--- config.mk ---
export PLATFORM = sky130hd
export DESIGN_NAME = gsms_top
export DESIGN_NICKNAME = d
export VERILOG_FILES = /design/src/gsms_pkg.sv /design/src/gsms_top.sv
export SDC_FILE = /design/constraint.sdc
export NUM_CORES = 1
export LEC_CHECK = 0
export ABC_CLOCK_PERIOD_IN_PS = 2240
export BUFFER_PORTS_ARGS = -buffer_cell sky130_fd_sc_hd__buf_2
export CORE_MARGIN = 3
export CORE_UTILIZATION = 40
export CTS_BUF_LIST = sky130_fd_sc_hd__clkbuf_8
export DETAILED_ROUTE_END_ITERATION = 16
export PLACE_DENSITY = 0.66
export SLEW_MARGIN = 25
export SYNTH_ARGS = -nofsm -noshare
export SYNTH_HDL_FRONTEND = slang
export SYNTH_SLANG_ARGS = --single-unit
--- constraint.sdc ---
create_clock -name clk_sys -period 2.24 [get_ports clk_sys]
set_clock_uncertainty 0.1 [all_clocks]
set_input_delay 0.112 -clock clk_sys [delete_from_list [all_inputs] [get_ports clk_sys]]
set_output_delay 0.112 -clock clk_sys [all_outputs]
set_load 0.01 [all_outputs]
--- src/gsms_pkg.sv ---
// What this block does
// - buzzer, stand-stop and power-down are set in one chain of three steps
// - chain opens on up-arrow held plus next-option; alarm prompt flashes
// - enter at alarm prompt enables buzzer, flashes next prompt, goes on
// - next-option at alarm prompt disables buzzer, next prompt shown steady
// - chain refused until both limits are configured; else buzzer stays quiet
// - enabled buzzer sounds while force reaches high or low limit
// - enter at stand step enables stop output, halt prompt flashes
// - next-option at stand step disables stop output, halt prompt steady
// - stand step reached only after limits set and buzzer step done
// - enabled power-down after 10 idle minutes; activity restarts interval
// - any power removal clears all captured peaks
// - enter or next-option at power-down step sets it and ends chain
// - comm menu opens when send key held about 2 s at power-on
// - menu first flashes bcd option; enter selects it and resumes running
// - next-option from bcd steps baud rates from 19.2k; accept stores
// - then units, word/stop and parity; next cycles, accept stores
// - factory defaults 9600 baud, units on, 7 bits 2 stops, no parity
// - units code 2 is numeric only, code 1 full; code flashes till accepted
// - output formats are exactly bcd, serial numeric, serial full
// - tension is negative force; low limit is the more negative one
// - numeric-only output replaces unit text with two spaces
package gsms_pkg;

  typedef enum logic [3:0] {
    ST_OFF    = 4'b0000,
    ST_RUN    = 4'b0001,
    ST_HOLD   = 4'b0010,
    ST_ALARM  = 4'b0011,
    ST_STAND  = 4'b0100,
    ST_APD    = 4'b0101,
    ST_BCD    = 4'b0110,
    ST_BAUD   = 4'b0111,
    ST_UNITS  = 4'b1000,
    ST_WORD   = 4'b1001,
    ST_PARITY = 4'b1010
  } gsms_state_e;

  typedef enum logic [1:0] {
    FMT_BCD     = 2'b00,
    FMT_NUMERIC = 2'b01,
    FMT_FULL    = 2'b10
  } gsms_fmt_e;

  typedef struct packed {
    gsms_fmt_e   fmt;
    logic [2:0]  baud;
    logic [1:0]  units;
    logic [1:0]  word;
    logic [1:0]  parity;
  } gsms_comm_s;

  // key positions in the keypad vector
  localparam int KEY_UP    = 0;
  localparam int KEY_NEXT  = 1;
  localparam int KEY_ENTER = 2;
  localparam int KEY_SEND  = 3;
  localparam int KEY_ON    = 4;
  localparam int KEY_OFF   = 5;
  localparam int NKEYS     = 6;

  // option codes
  localparam logic [2:0] BAUD_19200 = 3'h0;
  localparam logic [2:0] BAUD_9600  = 3'h1;
  localparam logic [2:0] BAUD_LAST  = 3'h4;
  localparam logic [1:0] UNITS_FULL = 2'h1;
  localparam logic [1:0] UNITS_NUM  = 2'h2;
  localparam logic [1:0] WORD_7_2   = 2'h0;
  localparam logic [1:0] WORD_LAST  = 2'h2;
  localparam logic [1:0] PAR_NONE   = 2'h0;
  localparam logic [1:0] PAR_LAST   = 2'h2;
  localparam gsms_comm_s COMM_RST   =
    '{FMT_FULL, BAUD_9600, UNITS_FULL, WORD_7_2, PAR_NONE};

  // timing
  localparam longint unsigned CLK_HZ       = 64'd100_000_000;
  localparam longint unsigned APD_TIME_MIN = 64'd10;
  localparam longint unsigned APD_CYC      = APD_TIME_MIN * 64'd60 * CLK_HZ;
  localparam longint unsigned HOLD_TIME_S  = 64'd2;
  localparam longint unsigned HOLD_CYC     = HOLD_TIME_S * CLK_HZ;

  // register map
  localparam logic [11:0] OFS_STATUS = 12'h000;
  localparam logic [11:0] OFS_LIM_HI = 12'h004;
  localparam logic [11:0] OFS_LIM_LO = 12'h008;
  localparam logic [11:0] OFS_COMM   = 12'h00C;
  localparam logic [11:0] OFS_CTRL   = 12'h010;
  localparam logic [15:0] LIM_RST    = 16'h0000;
  localparam int CTRL_CLR_LIM = 0;

endpackage

--- src/gsms_top.sv ---
module gsms_top #(
  parameter logic [35:0] APD_CYCLES  = 36'(gsms_pkg::APD_CYC),
  parameter logic [27:0] HOLD_CYCLES = 28'(gsms_pkg::HOLD_CYC)
) (
  input  wire logic                      clk_sys,       // 100 MHz clock
  input  wire logic                      arst_n,        // async reset
  input  wire logic [gsms_pkg::NKEYS-1:0] key_pin,      // raw keypad pins
  input  wire logic signed [15:0]        force_val,     // signed reading
  input  wire logic                      load_change,   // load moved pulse
  input  wire logic                      comm_activity, // serial traffic pulse
  input  wire logic [11:0]               paddr,         // apb address
  input  wire logic                      psel,          // apb select
  input  wire logic                      penable,       // apb enable
  input  wire logic                      pwrite,        // apb direction
  input  wire logic [31:0]               pwdata,        // apb write data
  output logic [31:0]                    prdata,        // apb read data
  output logic                           pready,        // apb ready
  output logic                           pslverr,       // apb error
  output gsms_pkg::gsms_state_e          disp_step,     // prompt on display
  output logic                           disp_flash,    // prompt flashing
  output logic [2:0]                     disp_option,   // option code shown
  output logic                           buzzer,        // limit buzzer
  output logic                           stand_stop,    // stop to test stand
  output logic                           gauge_power,   // power held on
  output logic                           peak_clear,    // wipe peaks pulse
  output logic                           units_blank,   // two spaces for unit
  output gsms_pkg::gsms_comm_s           comm_cfg       // serial settings
);

  gsms_pkg::gsms_state_e st_q;
  gsms_pkg::gsms_comm_s  comm_q;
  logic [gsms_pkg::NKEYS-1:0] k_s1_q, k_s2_q, k_prev_q, k_edge;
  logic               flash_q, power_q, peak_clr_q;
  logic               buzz_en_q, stand_en_q, apd_en_q;
  logic               buzzer_q, stand_q;
  logic [2:0]         edit_q;
  logic [27:0]        hold_q;
  logic [35:0]        idle_q;
  logic signed [15:0] lim_hi_q, lim_lo_q;
  logic               hi_set_q, lo_set_q, lim_ok, hit_w;
  logic               accept, entry, apd_expire, activity;
  logic [31:0]        prdata_q, rd_mux;
  logic               rd_hit, wr_en;

  // two flops per key pin, then a third for edge detection
  generate
    for (genvar i = 0; i < gsms_pkg::NKEYS; i++) begin : g_key
      always_ff @(posedge clk_sys or negedge arst_n) begin
        if (!arst_n) begin
          k_s1_q[i]   <= 1'b0;
          k_s2_q[i]   <= 1'b0;
          k_prev_q[i] <= 1'b0;
        end else begin
          k_s1_q[i]   <= key_pin[i];
          k_s2_q[i]   <= k_s1_q[i];
          k_prev_q[i] <= k_s2_q[i];
        end
      end
      assign k_edge[i] = k_s2_q[i] & ~k_prev_q[i];
    end
  endgenerate

  // enter and send both accept in the baud, units, word and parity steps
  assign accept = k_edge[gsms_pkg::KEY_ENTER] | k_edge[gsms_pkg::KEY_SEND];
  assign entry  = k_s2_q[gsms_pkg::KEY_UP] &
                  k_edge[gsms_pkg::KEY_NEXT];
  assign lim_ok = hi_set_q & lo_set_q;

  // limit compare; tension is negative so low is the lower bound
  assign hit_w = lim_ok & power_q &
                 ((force_val >= lim_hi_q) || (force_val <= lim_lo_q));

  // outputs held for as long as the limit stays reached
  always_ff @(posedge clk_sys or negedge arst_n) begin
    if (!arst_n) begin
      buzzer_q <= 1'b0;
      stand_q  <= 1'b0;
    end else begin
      buzzer_q <= hit_w & buzz_en_q;
      stand_q  <= hit_w & stand_en_q;
    end
  end

  // idle timer; keys, load and traffic all restart it
  assign activity   = (|k_edge) | load_change | comm_activity;
  assign apd_expire = apd_en_q & power_q &
                      (idle_q == APD_CYCLES - 36'h0_0000_0001);
  always_ff @(posedge clk_sys or negedge arst_n) begin
    if (!arst_n) begin
      idle_q <= '0;
    end else if (!power_q || activity || apd_expire) begin
      idle_q <= '0;
    end else begin
      idle_q <= idle_q + 36'h0_0000_0001;
    end
  end

  // send-key hold timer at power-on; saturates so it cannot wrap
  always_ff @(posedge clk_sys or negedge arst_n) begin
    if (!arst_n) begin
      hold_q <= '0;
    end else if (st_q != gsms_pkg::ST_HOLD) begin
      hold_q <= '0;
    end else if (hold_q != HOLD_CYCLES) begin
      hold_q <= hold_q + 28'h000_0001;
    end
  end

  // peaks are lost on every power removal, manual or automatic
  always_ff @(posedge clk_sys or negedge arst_n) begin
    if (!arst_n) begin
      peak_clr_q <= 1'b0;
    end else begin
      peak_clr_q <= power_q &
                    (apd_expire | k_edge[gsms_pkg::KEY_OFF]);
    end
  end

  // menu sequencer; settings sit outside the power domain so they persist
  always_ff @(posedge clk_sys or negedge arst_n) begin
    if (!arst_n) begin
      st_q       <= gsms_pkg::ST_OFF;
      power_q    <= 1'b0;
      flash_q    <= 1'b0;
      edit_q     <= 3'h0;
      buzz_en_q  <= 1'b0;
      stand_en_q <= 1'b0;
      apd_en_q   <= 1'b0;
      comm_q     <= gsms_pkg::COMM_RST;
    end else if (power_q && (apd_expire || k_edge[gsms_pkg::KEY_OFF])) begin
      st_q    <= gsms_pkg::ST_OFF;
      power_q <= 1'b0;
      flash_q <= 1'b0;
    end else begin
      case (st_q)
        gsms_pkg::ST_OFF: begin
          if (k_edge[gsms_pkg::KEY_ON]) begin
            power_q <= 1'b1;
            st_q    <= k_s2_q[gsms_pkg::KEY_SEND] ? gsms_pkg::ST_HOLD
                                                  : gsms_pkg::ST_RUN;
          end
        end
        gsms_pkg::ST_HOLD: begin
          if (!k_s2_q[gsms_pkg::KEY_SEND]) begin
            if (hold_q == HOLD_CYCLES) begin
              st_q    <= gsms_pkg::ST_BCD;
              flash_q <= 1'b1;
            end else begin
              st_q    <= gsms_pkg::ST_RUN;
            end
          end
        end
        gsms_pkg::ST_RUN: begin
          // the chain is refused while any limit is still unset
          if (entry && lim_ok) begin
            st_q    <= gsms_pkg::ST_ALARM;
            flash_q <= 1'b1;
          end
        end
        gsms_pkg::ST_ALARM: begin
          if (k_edge[gsms_pkg::KEY_ENTER]) begin
            buzz_en_q <= 1'b1;
            flash_q   <= 1'b1;
            st_q      <= gsms_pkg::ST_STAND;
          end else if (k_edge[gsms_pkg::KEY_NEXT]) begin
            buzz_en_q <= 1'b0;
            flash_q   <= 1'b0;
            st_q      <= gsms_pkg::ST_STAND;
          end
        end
        gsms_pkg::ST_STAND: begin
          if (k_edge[gsms_pkg::KEY_ENTER]) begin
            stand_en_q <= 1'b1;
            flash_q    <= 1'b1;
            st_q       <= gsms_pkg::ST_APD;
          end else if (k_edge[gsms_pkg::KEY_NEXT]) begin
            stand_en_q <= 1'b0;
            flash_q    <= 1'b0;
            st_q       <= gsms_pkg::ST_APD;
          end
        end
        gsms_pkg::ST_APD: begin
          if (k_edge[gsms_pkg::KEY_ENTER] ||
              k_edge[gsms_pkg::KEY_NEXT]) begin
            apd_en_q <= k_edge[gsms_pkg::KEY_ENTER];
            flash_q  <= 1'b0;
            st_q     <= gsms_pkg::ST_RUN;
          end
        end
        gsms_pkg::ST_BCD: begin
          if (k_edge[gsms_pkg::KEY_ENTER]) begin
            comm_q.fmt <= gsms_pkg::FMT_BCD;
            flash_q    <= 1'b0;
            st_q       <= gsms_pkg::ST_RUN;
          end else if (k_edge[gsms_pkg::KEY_NEXT]) begin
            edit_q <= gsms_pkg::BAUD_19200;
            st_q   <= gsms_pkg::ST_BAUD;
          end
        end
        gsms_pkg::ST_BAUD: begin
          if (accept) begin
            comm_q.baud <= edit_q;
            edit_q      <= {1'b0, comm_q.units};
            st_q        <= gsms_pkg::ST_UNITS;
          end else if (k_edge[gsms_pkg::KEY_NEXT]) begin
            edit_q <= (edit_q == gsms_pkg::BAUD_LAST) ? gsms_pkg::BAUD_19200
                                                      : edit_q + 3'h1;
          end
        end
        gsms_pkg::ST_UNITS: begin
          // units code picks between the two serial formats
          if (accept) begin
            comm_q.units <= edit_q[1:0];
            comm_q.fmt   <= (edit_q[1:0] == gsms_pkg::UNITS_NUM)
                            ? gsms_pkg::FMT_NUMERIC
                            : gsms_pkg::FMT_FULL;
            edit_q       <= {1'b0, comm_q.word};
            st_q         <= gsms_pkg::ST_WORD;
          end else if (k_edge[gsms_pkg::KEY_NEXT]) begin
            edit_q <= (edit_q[1:0] == gsms_pkg::UNITS_FULL)
                      ? {1'b0, gsms_pkg::UNITS_NUM}
                      : {1'b0, gsms_pkg::UNITS_FULL};
          end
        end
        gsms_pkg::ST_WORD: begin
          if (accept) begin
            comm_q.word <= edit_q[1:0];
            edit_q      <= {1'b0, comm_q.parity};
            st_q        <= gsms_pkg::ST_PARITY;
          end else if (k_edge[gsms_pkg::KEY_NEXT]) begin
            edit_q <= (edit_q[1:0] == gsms_pkg::WORD_LAST) ? 3'h0
                                                           : edit_q + 3'h1;
          end
        end
        gsms_pkg::ST_PARITY: begin
          if (accept) begin
            comm_q.parity <= edit_q[1:0];
            flash_q       <= 1'b0;
            st_q          <= gsms_pkg::ST_RUN;
          end else if (k_edge[gsms_pkg::KEY_NEXT]) begin
            edit_q <= (edit_q[1:0] == gsms_pkg::PAR_LAST) ? 3'h0
                                                          : edit_q + 3'h1;
          end
        end
        default: begin
          st_q <= gsms_pkg::ST_OFF;
        end
      endcase
    end
  end

  // apb slave: zero wait, unmapped addresses answer with pslverr
  assign wr_en = psel & penable & pwrite;
  always_comb begin
    rd_hit = 1'b1;
    rd_mux = 32'h0000_0000;
    case (paddr)
      gsms_pkg::OFS_STATUS: rd_mux = {20'h0_0000, st_q, 2'h0, power_q,
                                      hit_w, flash_q, apd_en_q,
                                      stand_en_q, buzz_en_q};
      gsms_pkg::OFS_LIM_HI: rd_mux = {15'h0000, hi_set_q, lim_hi_q};
      gsms_pkg::OFS_LIM_LO: rd_mux = {15'h0000, lo_set_q, lim_lo_q};
      gsms_pkg::OFS_COMM:   rd_mux = {21'h00_0000, comm_q};
      gsms_pkg::OFS_CTRL:   rd_mux = 32'h0000_0000;
      default:              rd_hit = 1'b0;
    endcase
  end

  // read data captured in the setup cycle so it stands through access
  always_ff @(posedge clk_sys or negedge arst_n) begin
    if (!arst_n) begin
      prdata_q <= 32'h0000_0000;
    end else if (psel && !penable && !pwrite) begin
      prdata_q <= rd_mux;
    end
  end

  // limit registers; a written limit counts as configured
  always_ff @(posedge clk_sys or negedge arst_n) begin
    if (!arst_n) begin
      lim_hi_q <= gsms_pkg::LIM_RST;
      lim_lo_q <= gsms_pkg::LIM_RST;
      hi_set_q <= 1'b0;
      lo_set_q <= 1'b0;
    end else if (wr_en) begin
      if (paddr == gsms_pkg::OFS_LIM_HI) begin
        lim_hi_q <= pwdata[15:0];
        hi_set_q <= 1'b1;
      end else if (paddr == gsms_pkg::OFS_LIM_LO) begin
        lim_lo_q <= pwdata[15:0];
        lo_set_q <= 1'b1;
      end else if (paddr == gsms_pkg::OFS_CTRL &&
                   pwdata[gsms_pkg::CTRL_CLR_LIM]) begin
        hi_set_q <= 1'b0;
        lo_set_q <= 1'b0;
      end
    end
  end

  // outputs straight from registers, save pready and pslverr; units_blank decodes the comm register
  assign prdata      = prdata_q;
  assign pready      = 1'b1;
  assign pslverr     = psel & penable & ~rd_hit;
  assign disp_step   = st_q;
  assign disp_flash  = flash_q;
  assign disp_option = edit_q;
  assign buzzer      = buzzer_q;
  assign stand_stop  = stand_q;
  assign gauge_power = power_q;
  assign peak_clear  = peak_clr_q;
  assign units_blank = (comm_q.fmt == gsms_pkg::FMT_NUMERIC);
  assign comm_cfg    = comm_q;
endmodule // gsms_top

==> run_results.csv, run 1 <==
group,metric,value,unit
outcome,outcome,"complete, but fails checks",
outcome,violations,"setup timing",
setup_path,slowest_stage,"or4_4",
routing,num_vias,7199,
global_route,grt_max_degree,69,
synthesis,yosys.area.top_type,"dfrtp_1",
place,dpl.hpwl,16100,µm
place,port_buffers,98,
power_and_ir_drop,combPwrFrac,25.9,%
routing,first_pass_iters,5,
global_route,grt_usage,18.8,%
setup_path,cp_max_fo,3,
timing,period_share,102,%
power_and_ir_drop,power_density,676,mW/mm²
floorplan,dieArea,0.0231,mm²
synthesis,ys_seq_area_share,46.8,%
synthesis,ys.flop_type,"dfrtp_1",
routing,viasPerCell,5.25,
timing,setup_slack,-52.3,ps
run,drv_cap,0,
floorplan,initial_core_util,41.4,%
setup_path,cp-end-kind,"register",
floorplan,die_w,152,µm
timing,maxSlewHeadroom,54.5,%
clock_tree,htree_num_levels,4,
timing,worst_slew_pin_slew,682,ps
cells_and_area,multi_input_area,0.00429,mm²
min_path,hp-class,"in -> reg",
setup_path,cp-startpoint,"lim_lo_q[5]",
synthesis,synth_async_sr_flop_share,100,%
routing,ant_nets,0,
routing,initialDrtViolationCount,414,
setup_path,crit_family,"simple AND/OR/NAND/NOR gates",
cells_and_area,final_cell_area,0.0108,mm²
synthesis,syn_area,0.00851,mm²
setup_path,cp.buffers_inverters,1,
synthesis,synth.avg_cell_area,9.63,µm²
setup_path,worstPathRequired,2500,ps
floorplan,ios,131,
global_route,grt_remaining_overflow,0,
power_and_ir_drop,p_int,0.00495,W
floorplan,die-height,152,µm
setup_path,timing.rr.start,"lim_lo_q[5]",
cells_and_area,regArea,0.00399,mm²
global_route,antenna_found_initial,0,
cells_and_area,nFillCells,1872,
cells_and_area,drive_gt1_share,26.0,%
cells_and_area,fin_nets,1203,
setup_path,slowest_delay,550,ps
synthesis,synth_cells,884,
setup_path,critPathArrivalTime,2550,ps
power_and_ir_drop,swShare,31.9,%
clock_tree,clk_pin_slew,90,ps
timing,finalSetupViolCount,6,
global_route,grt_pass1_wl,35700,µm
timing,finalCriticalPeriod,2290,ps
power_and_ir_drop,peakVddDrop,0.401,mV
setup_path,cp.depth,8,
power_and_ir_drop,p_clk_share,30.1,%
setup_path,reg2reg_depth,8,
floorplan,core-area,0.0206,mm²
synthesis,synth_cell_types,68,
min_path,whs_path_depth,6,
routing,wire_per_inst,16.1,µm
setup_path,worstPathCellList,"inv_1, ha_4, nand4_1, or4_4, o2111ai_2, o211ai_1, o21ba_4, and3b_1",
clock_tree,cts-root-buf,"clkbuf_8",
synthesis,synthTopCellsByArea,"dfrtp_1 (46%), ha_1 (5.9%), nor2_1 (4.3%), xor2_1 (4.0%), nand2_1 (3.9%)",
floorplan,rows,52,
place,place_congestion,0.863,
power_and_ir_drop,p_leak,5.04,nW
place,dpl_cell_area,0.00988,mm²
cells_and_area,diodes,0,
clock_tree,clkLatencyLatePin,460,ps
clock_tree,cts.path.max_buffers,2,
power_and_ir_drop,fin_total_pwr,0.00727,W
synthesis,synth-edff-count,0,
routing,drc,0,
timing,fmax,0.436,GHz
clock_tree,cts_made_buffers,17,
synthesis,ys.warnings.count,0,
synthesis,synth-seq-cells,159,
timing,maxSlewViolCount,0,
clock_tree,cts.sinks,159,
min_path,hold_start,"pwrite",
clock_tree,cts_tree,"done",
cells_and_area,layout_common_cells,"dfrtp_1 (154), buf_2 (97), nor2_1 (96)",
timing,rsz0062_at_grt,"yes",
setup_path,cp-start-kind,"register",
routing,routed_wl,22100,µm
cells_and_area,layout_commonest_cell,"dfrtp_1",
power_and_ir_drop,power_frac_seq,44.0,%
place,dp_slack,-134,ps
power_and_ir_drop,netSwitchingPower,0.00232,W
setup_path,criticalPathCategory,"reg -> reg",
cells_and_area,area_growth,26.4,%
global_route,grt_pass1_vias,6971,
synthesis,yosysTopAreaCellShare,45.9,%
timing,hold_viol,0,
-- worst reg2reg max path, delay by kind of cell, from the launching register on --
family / cells / cell delay, ps
buffers and inverters: 1 / 80
AND/OR/NAND/NOR: 3 / 840
AO/OA/AOI/OAI: 3 / 540
adder cells (fa/ha/maj): 1 / 260
flip-flops: 1 / 350
-- cells in the mapped netlist (4+ instances only) --
| master | instances |
|---|---|
| and4_1 | 7 |
| nand2b_1 | 8 |
| mux2i_1 | 4 |
| nand3_1 | 39 |
| nor3_1 | 12 |
| o211ai_1 | 5 |
| ha_1 | 40 |
| or3_1 | 10 |
| and2_1 | 5 |
| and3_1 | 12 |
| nor2b_1 | 16 |
| inv_1 | 50 |
| mux2_2 | 8 |
| clkbuf_1 | 27 |
| buf_4 | 16 |
| xor2_1 | 39 |
| a22oi_1 | 10 |
| o21ai_0 | 64 |
| buf_1 | 4 |
| a21oi_1 | 26 |
| nand2_1 | 88 |
| a21o_1 | 5 |
| mux4_2 | 8 |
| xnor2_1 | 18 |
| mux2_4 | 4 |
| dfrtp_1 | 156 |
| a22o_1 | 13 |
| nor4_1 | 9 |
| nor2_1 | 97 |
| nand4_1 | 21 |
| or4_1 | 4 |
-- routing by layer --
metal | share of wire [%] | global-route usage, %
met1 | 47 | 26.2
met2 | 48 | 30.0
met3 | 3.8 | 3.50
met4 | 1.9 | 5.65
met5 | 0 | 0
-- flip-flops by register name, indices dropped and copies added, names as in the netlist, 4 cells and up --
| name | count |
|---|---|
| disp_step | 4 |
| lim_lo_q | 16 |
| idle_q | 36 |
| comm_cfg | 11 |
| hold_q | 28 |
| prdata | 17 |
| k_s1_q | 6 |
| k_s2_q | 6 |
| k_prev_q | 6 |
| lim_hi_q | 16 |
-- cell families (layout without fill, tap and decap cells) --
kind of cell,Yosys count,after routing,share of synthesized area (%)
and+or+nand+nor,349,349,20.3
DFF,159,159,46.8
AOI/OAI and AO/OA,154,154,11.6
buffers and inverters,99,303,5.17
xor gates and xnor gates,57,57,5.87
adders and majority gates,40,40,5.88
muxes,24,24,4.35
other,2,16,0.0882
-- what timing repair did --
action / CTS / global route
gates resized for setup: 16 / 14
hold buffers: 25 / 0
setup buffers: 0 / 6
gates cloned: 0 / 1
setup endpoints to repair: 13 / 59
pin swaps: 5 / 10
endpoints found under the hold margin: 103 / 0
-- layout make-up --
cell class | instances | area share [%]
sequential | 159 | 37.0
timing repair buffer | 222 | 14.4
inverter | 50 | 1.74
clock inverter | 11 | 1.20
multi-input combinational | 640 | 39.9
tap | 270 | 3.14
clock buffer | 20 | 2.56
-- stage by stage --
stage | utilization [%] | std cells | hold slack (ps) | TNS [ps]
after floorplan | - | 898 | -284 | -90.7
after global placement | 48.1 | 1309 | 72.9 | -239
after detailed placement | 48.1 | 1309 | 84.5 | -634
after CTS | 51.7 | 1365 | 0.249 | -189
after global routing | 52.3 | 1372 | 47.3 | -4880
final | 52.3 | 1372 | 27.2 | -237
-- worst paths after layout --
path                       slack (ps)            to
hold / removal                     30      lo_set_q
setup / recovery                  -50        buzzer
min in group asynchronous         120     idle_q[8]
setup reg to reg                  -50        buzzer
hold reg to reg                   250     k_s2_q[4]
max in group asynchronous        1270  lim_hi_q[15]
-- power groups by stage --
stage / combinational [W] / clock [W] / sequential [W]
6_report: 0.00188 / 0.00219 / 0.00320
3_5_place_dp: 0.00176 / 0 / 0.00326
5_1_grt: 0.00206 / 0.00235 / 0.00322
3_3_place_gp: 0.00174 / 0 / 0.00326
2_1_floorplan: 0.00104 / 0 / 0.00322
4_1_cts: 0.00182 / 0.00224 / 0.00321
(Power assumes the default switching activity.)
==> inputs of run 2 (changes only) <==
--- a/config.mk
+++ b/config.mk
@@ -12,6 +12,7 @@
 export CTS_BUF_LIST = sky130_fd_sc_hd__clkbuf_8
 export DETAILED_ROUTE_END_ITERATION = 16
 export PLACE_DENSITY = 0.66
+export REMOVE_ABC_BUFFERS = 1
 export SLEW_MARGIN = 25
 export SYNTH_ARGS = -nofsm -noshare
 export SYNTH_HDL_FRONTEND = slang
==> run_results.csv, run 2 (synthesis results as in run 1) <==
group,metric,value,unit
outcome,outcome,"complete, but fails checks",
outcome,violations,"setup timing",
power_and_ir_drop,power_density,682,mW/mm²
routing,initialDrtViolationCount,510,
setup_path,critPathArrivalTime,2510,ps
cells_and_area,postLayoutCoreUtil,52.4,%
timing,rsz0062_at_grt,"yes",
cells_and_area,regArea,0.00399,mm²
timing,worst_slew_pin_slew,541,ps
cells_and_area,largest_register_ffs,36,
floorplan,die_w,152,µm
min_path,hp-class,"in -> reg",
cells_and_area,area_growth,26.5,%
cells_and_area,multi_input_area,0.00434,mm²
cells_and_area,fin_nets,1197,
setup_path,cp-start-kind,"register",
routing,num_vias,7185,
setup_path,slowest_delay,550,ps
clock_tree,cts.sinks,159,
clock_tree,htree_num_levels,4,
setup_path,cp-end-kind,"register",
timing,finalCriticalPeriod,2260,ps
routing,viasPerCell,5.26,
timing,fmax,0.443,GHz
clock_tree,cts.path.max_buffers,2,
power_and_ir_drop,peakVddDrop,0.527,mV
setup_path,criticalPathCategory,"reg -> reg",
clock_tree,clkLatencyLatePin,470,ps
cells_and_area,nFillCells,1888,
global_route,grt_pass1_wl,36400,µm
clock_tree,cts-root-buf,"clkbuf_8",
cells_and_area,layout_commonest_cell,"dfrtp_1",
power_and_ir_drop,fin_total_pwr,0.00734,W
timing,hold_viol,0,
place,place_congestion,0.888,
place,port_buffers,98,
global_route,grt_max_degree,51,
cells_and_area,final_cells,1367,
global_route,grt_usage,19.2,%
timing,holdWs,17.6,ps
setup_path,worstPathRequired,2490,ps
floorplan,rows,52,
cells_and_area,final_cell_area,0.0108,mm²
cells_and_area,diodes,0,
timing,maxSlewViolCount,0,
routing,routed_wl,21800,µm
cells_and_area,regMostFlops,"idle_q",
floorplan,ios,131,
place,dp.cells,1303,
global_route,grt_pass1_vias,6990,
setup_path,worstPathCellList,"inv_2, ha_4, nand3_1, or4_4, o2111ai_2, o211ai_1, o21ba_4, and3b_1",
clock_tree,cts_made_buffers,17,
timing,finalSetupViolCount,2,
global_route,grt_remaining_overflow,0,
run,drv_cap,0,
setup_path,cp_max_fo,3,
cells_and_area,layout_common_cells,"dfrtp_1 (153), buf_2 (97), nor2_1 (96)",
timing,maxSlewHeadroom,63.8,%
floorplan,die-height,152,µm
setup_path,slowest_stage,"or4_4",
routing,drc,0,
place,dpl_cell_area,0.00982,mm²
clock_tree,clk_pin_slew,90,ps
timing,period_share,101,%
timing,setup_slack,-19.0,ps
routing,ant_nets,0,
routing,wire_per_inst,15.9,µm
setup_path,cp.buffers_inverters,1,
power_and_ir_drop,p_leak,5.02,nW
floorplan,dieArea,0.0231,mm²
routing,first_pass_iters,6,
global_route,antenna_found_initial,0,
floorplan,initial_core_util,41.4,%
cells_and_area,drive_gt1_share,26.6,%
setup_path,crit_family,"simple AND/OR/NAND/NOR gates",
clock_tree,cts_tree,"done",
floorplan,core-area,0.0206,mm²
place,dpl.hpwl,15800,µm
-- run 2: changes by cell type in the layout (fill, tap and decap cells not counted), moves of 2 or more --
cell | before | now
clkinv_2 | 2 | 0
nor4bb_2 | 0 | 2
buf_6 | 3 | 1
inv_6 | 4 | 1
nor4bb_1 | 3 | 1
inv_2 | 2 | 5
inv_1 | 48 | 46
-- run 2: final timing paths --
| kind | slack (ps) | start | cells past startpoint | to |
|---|---|---|---|---|
| setup / recovery | -20 | lim_lo_q[15] | 8 | stand_stop |
| hold / removal | 20 | paddr[3] | 3 | lo_set_q |
| setup reg to reg | -20 | lim_lo_q[15] | 8 | stand_stop |
| hold reg to reg | 260 | k_s1_q[1] | 0 | k_s2_q[1] |
| max in group asynchronous | 1280 | arst_n | 3 | idle_q[21] |
| min in group asynchronous | 50 | arst_n | 2 | idle_q[5] |
-- run 2: timing repair --
item,4_1_cts,5_1_grt
pin swaps,7,8
gates resized for setup,12,29
hold endpoints to repair,196,0
cloned,0,0
buffers inserted,1,7
hold buffers,24,0
setup endpoints to repair,18,22
-- run 2: area by class of cell --
type	count	share of cell area [%]
clock inverter	11	1.43
timing repair buffer	216	13.6
clock buffer	21	2.69
inverter	50	1.74
multi-input combinational	640	40.3
sequential	159	37.0
tap	270	3.14
-- run 2: worst reg2reg max path: stages, from the launching register on --
cell	delay, ps
dfrtp_1	380
inv_2	60
ha_4	270
nand3_1	90
or4_4	550
o2111ai_2	170
o211ai_1	120
o21ba_4	250
and3b_1	170
-- run 2: report_power, final --
group,switching [W],leakage (nW),internal [W]
registers,0.000177,1.98,0.00303
clock network,0.00111,0.218,0.00123
logic,0.000997,2.82,0.000804
total,0.00228,5.02,0.00506
-- run 2: metrics by stage --
| step | setup slack [ps] | TNS (ps) |
|---|---|---|
| 6_report | -19.0 | -35.7 |
| 5_1_grt | -132 | -1320 |
| 3_5_place_dp | -187 | -1620 |
| 4_1_cts | -12.9 | -12.9 |
| 2_1_floorplan | -307 | -6890 |
| 3_3_place_gp | -91.9 | -427 |
-- run 2: routing by layer --
metal | vias to the layer above | GRT usage (%) | share of wire [%]
met4 | 0 | 6.76 | 2.2
met5 | - | 0 | 0
li1 | 3460 | - | -
met2 | 212 | 29.9 | 47
met3 | 40 | 3.21 | 4.8
met1 | 3473 | 27.2 | 46
==> inputs of run 3 (changes only) <==
--- a/config.mk
+++ b/config.mk
@@ -7,11 +7,11 @@
 export LEC_CHECK = 0
 export ABC_CLOCK_PERIOD_IN_PS = 2240
 export BUFFER_PORTS_ARGS = -buffer_cell sky130_fd_sc_hd__buf_2
-export CORE_MARGIN = 3
-export CORE_UTILIZATION = 40
+export CORE_MARGIN = 2
+export CORE_UTILIZATION = 45
 export CTS_BUF_LIST = sky130_fd_sc_hd__clkbuf_8
 export DETAILED_ROUTE_END_ITERATION = 16
-export PLACE_DENSITY = 0.66
+export PLACE_DENSITY = 0.72
 export REMOVE_ABC_BUFFERS = 1
 export SLEW_MARGIN = 25
 export SYNTH_ARGS = -nofsm -noshare
==> run_results.csv, run 3 (synthesis results as in run 1) <==
group,metric,value,unit
place,place_congestion,0.896,
outcome,outcome,"complete, but fails checks",
outcome,violations,"setup timing",
cells_and_area,largest_register_ffs,36,
power_and_ir_drop,swShare,31.8,%
clock_tree,htree_num_levels,4,
setup_path,r2r_slack,-50,ps
power_and_ir_drop,p_int,0.00496,W
power_and_ir_drop,fin_total_pwr,0.00727,W
place,dp_slack,-87.0,ps
setup_path,timing.rr.end,"buzzer",
timing,hold_viol,0,
floorplan,ios,131,
setup_path,timing.rr.start,"lim_lo_q[13]",
cells_and_area,area_growth,25.7,%
clock_tree,cts_made_buffers,17,
run,drv_cap,0,
clock_tree,cts_tree,"done",
clock_tree,cts.sinks,159,
clock_tree,cts.path.max_buffers,2,
routing,ant_nets,0,
cells_and_area,layout_commonest_cell,"dfrtp_1",
routing,num_vias,7218,
power_and_ir_drop,power_density,680,mW/mm²
setup_path,slowest_delay,410,ps
setup_path,crit_path_end,"buzzer",
floorplan,initial_core_util,45.7,%
power_and_ir_drop,p_clk_share,30.1,%
cells_and_area,regMostFlops,"idle_q",
setup_path,worstPathRequired,2530,ps
floorplan,die-height,142,µm
timing,period_share,102,%
setup_path,critPathArrivalTime,2590,ps
floorplan,rows,50,
routing,wire_per_inst,16.1,µm
setup_path,worstPathCellList,"inv_2, ha_4, a21o_1, a2111oi_4, buf_4, o2111ai_2, o211ai_1, o21ba_4, and3b_1",
setup_path,cp-startpoint,"lim_lo_q[13]",
clock_tree,clkLatencyLatePin,470,ps
power_and_ir_drop,combPwrFrac,25.9,%
cells_and_area,diodes,0,
global_route,grt_usage,22.1,%
cells_and_area,layout_common_cells,"dfrtp_1 (154), buf_2 (97), nor2_1 (96)",
timing,finalSetupViolCount,6,
place,port_buffers,98,
setup_path,cp-start-kind,"register",
power_and_ir_drop,netSwitchingPower,0.00231,W
min_path,hp-class,"in -> async",
clock_tree,cts-root-buf,"clkbuf_8",
timing,maxSlewViolCount,0,
timing,holdWs,21.4,ps
setup_path,reg2reg_depth,9,
floorplan,dieArea,0.0200,mm²
cells_and_area,nFillCells,1599,
cells_and_area,drive_gt1_share,26.2,%
cells_and_area,final_cells,1332,
global_route,grt_remaining_overflow,0,
global_route,grt_max_degree,70,
timing,fin_tns_setup,-157,ps
power_and_ir_drop,peakVddDrop,0.443,mV
power_and_ir_drop,power_frac_seq,44.0,%
timing,rsz0062_at_grt,"yes",
global_route,grt_pass1_wl,35300,µm
timing,maxSlewHeadroom,60.9,%
setup_path,cp_max_fo,3,
timing,finalCriticalPeriod,2290,ps
routing,routed_wl,21400,µm
floorplan,die_w,142,µm
routing,viasPerCell,5.42,
floorplan,core-area,0.0186,mm²
global_route,antenna_found_initial,0,
setup_path,cp-end-kind,"register",
timing,worst_slew_pin_slew,584,ps
routing,drc,0,
place,dpl.hpwl,15000,µm
timing,setup_slack,-52.8,ps
place,dp.cells,1258,
power_and_ir_drop,p_leak,5.02,nW
clock_tree,clk_pin_slew,90,ps
cells_and_area,fin_nets,1198,
global_route,grt_pass1_vias,7132,
routing,first_pass_iters,5,
timing,fmax,0.436,GHz
routing,initialDrtViolationCount,524,
setup_path,slowest_stage,"dfrtp_1",
setup_path,criticalPathCategory,"reg -> reg",
run 3: critical path: cells and delay by family (launching register included):
kind	cells	cell delay [ps]
buffers and inverters	2	270
and+or+nand+nor	1	190
DFF	1	410
adders and majority gates	1	200
AOI/OAI and AO/OA	5	1060
run 3: how the worst min path moves through the flow:
stage | cells past startpoint | from | slack [ps] | end
2_1_floorplan | 0 | arst_n | -280 | apd_en_q
3_3_place_gp | 1 | arst_n | -70 | k_s2_q[1]
3_5_place_dp | 1 | arst_n | -60 | disp_option[2]
4_1_cts | 2 | arst_n | 8 | disp_option[2]
5_1_grt | 2 | arst_n | 30 | k_s1_q[1]
6_report | 2 | arst_n | 20 | k_s1_q[1]
run 3: what timing repair did:
item | CTS | global route
setup buffers | 2 | 15
endpoints found under the hold margin | 197 | 0
hold buffers | 25 | 0
resized for setup | 17 | 27
endpoints found under the setup margin | 8 | 22
pin swaps | 5 | 6
run 3: layout make-up:
type / count / area, µm² / share of cell area (%)
well taps: 234 / 293 / 2.74
clock buffers: 20 / 275 / 2.57
multi-input cells: 640 / 4310 / 40.3
clock inverters: 12 / 134 / 1.25
repair buffers: 217 / 1510 / 14.1
inverters: 50 / 188 / 1.75
flip-flops and latches: 159 / 3990 / 37.2
run 3: metal layers:
metal / share of wire [%] / global-route usage (%) / vias up
met5: 0 / 0 / -
met4: 3.4 / 9.00 / 0
met3: 5.3 / 4.15 / 49
met2: 47 / 34.8 / 240
met1: 45 / 30.3 / 3473
li1: - / - / 3456
run 3: power groups by stage:
| stage | Clock [W] | Sequential (W) | Combinational (W) |
|---|---|---|---|
| 2_1_floorplan | 0 | 0.00330 | 0.000869 |
| 3_3_place_gp | 0 | 0.00326 | 0.00168 |
| 3_5_place_dp | 0 | 0.00326 | 0.00170 |
| 4_1_cts | 0.00224 | 0.00320 | 0.00175 |
| 5_1_grt | 0.00235 | 0.00323 | 0.00207 |
| 6_report | 0.00219 | 0.00320 | 0.00188 |
run 3: stage by stage:
step	instance area (µm²)	utilization [%]
floorplan	8310	-
global placement	9730	52.2
detailed placement	9730	52.2
CTS	10500	56.3
global route	10700	57.4
finish	10700	57.4
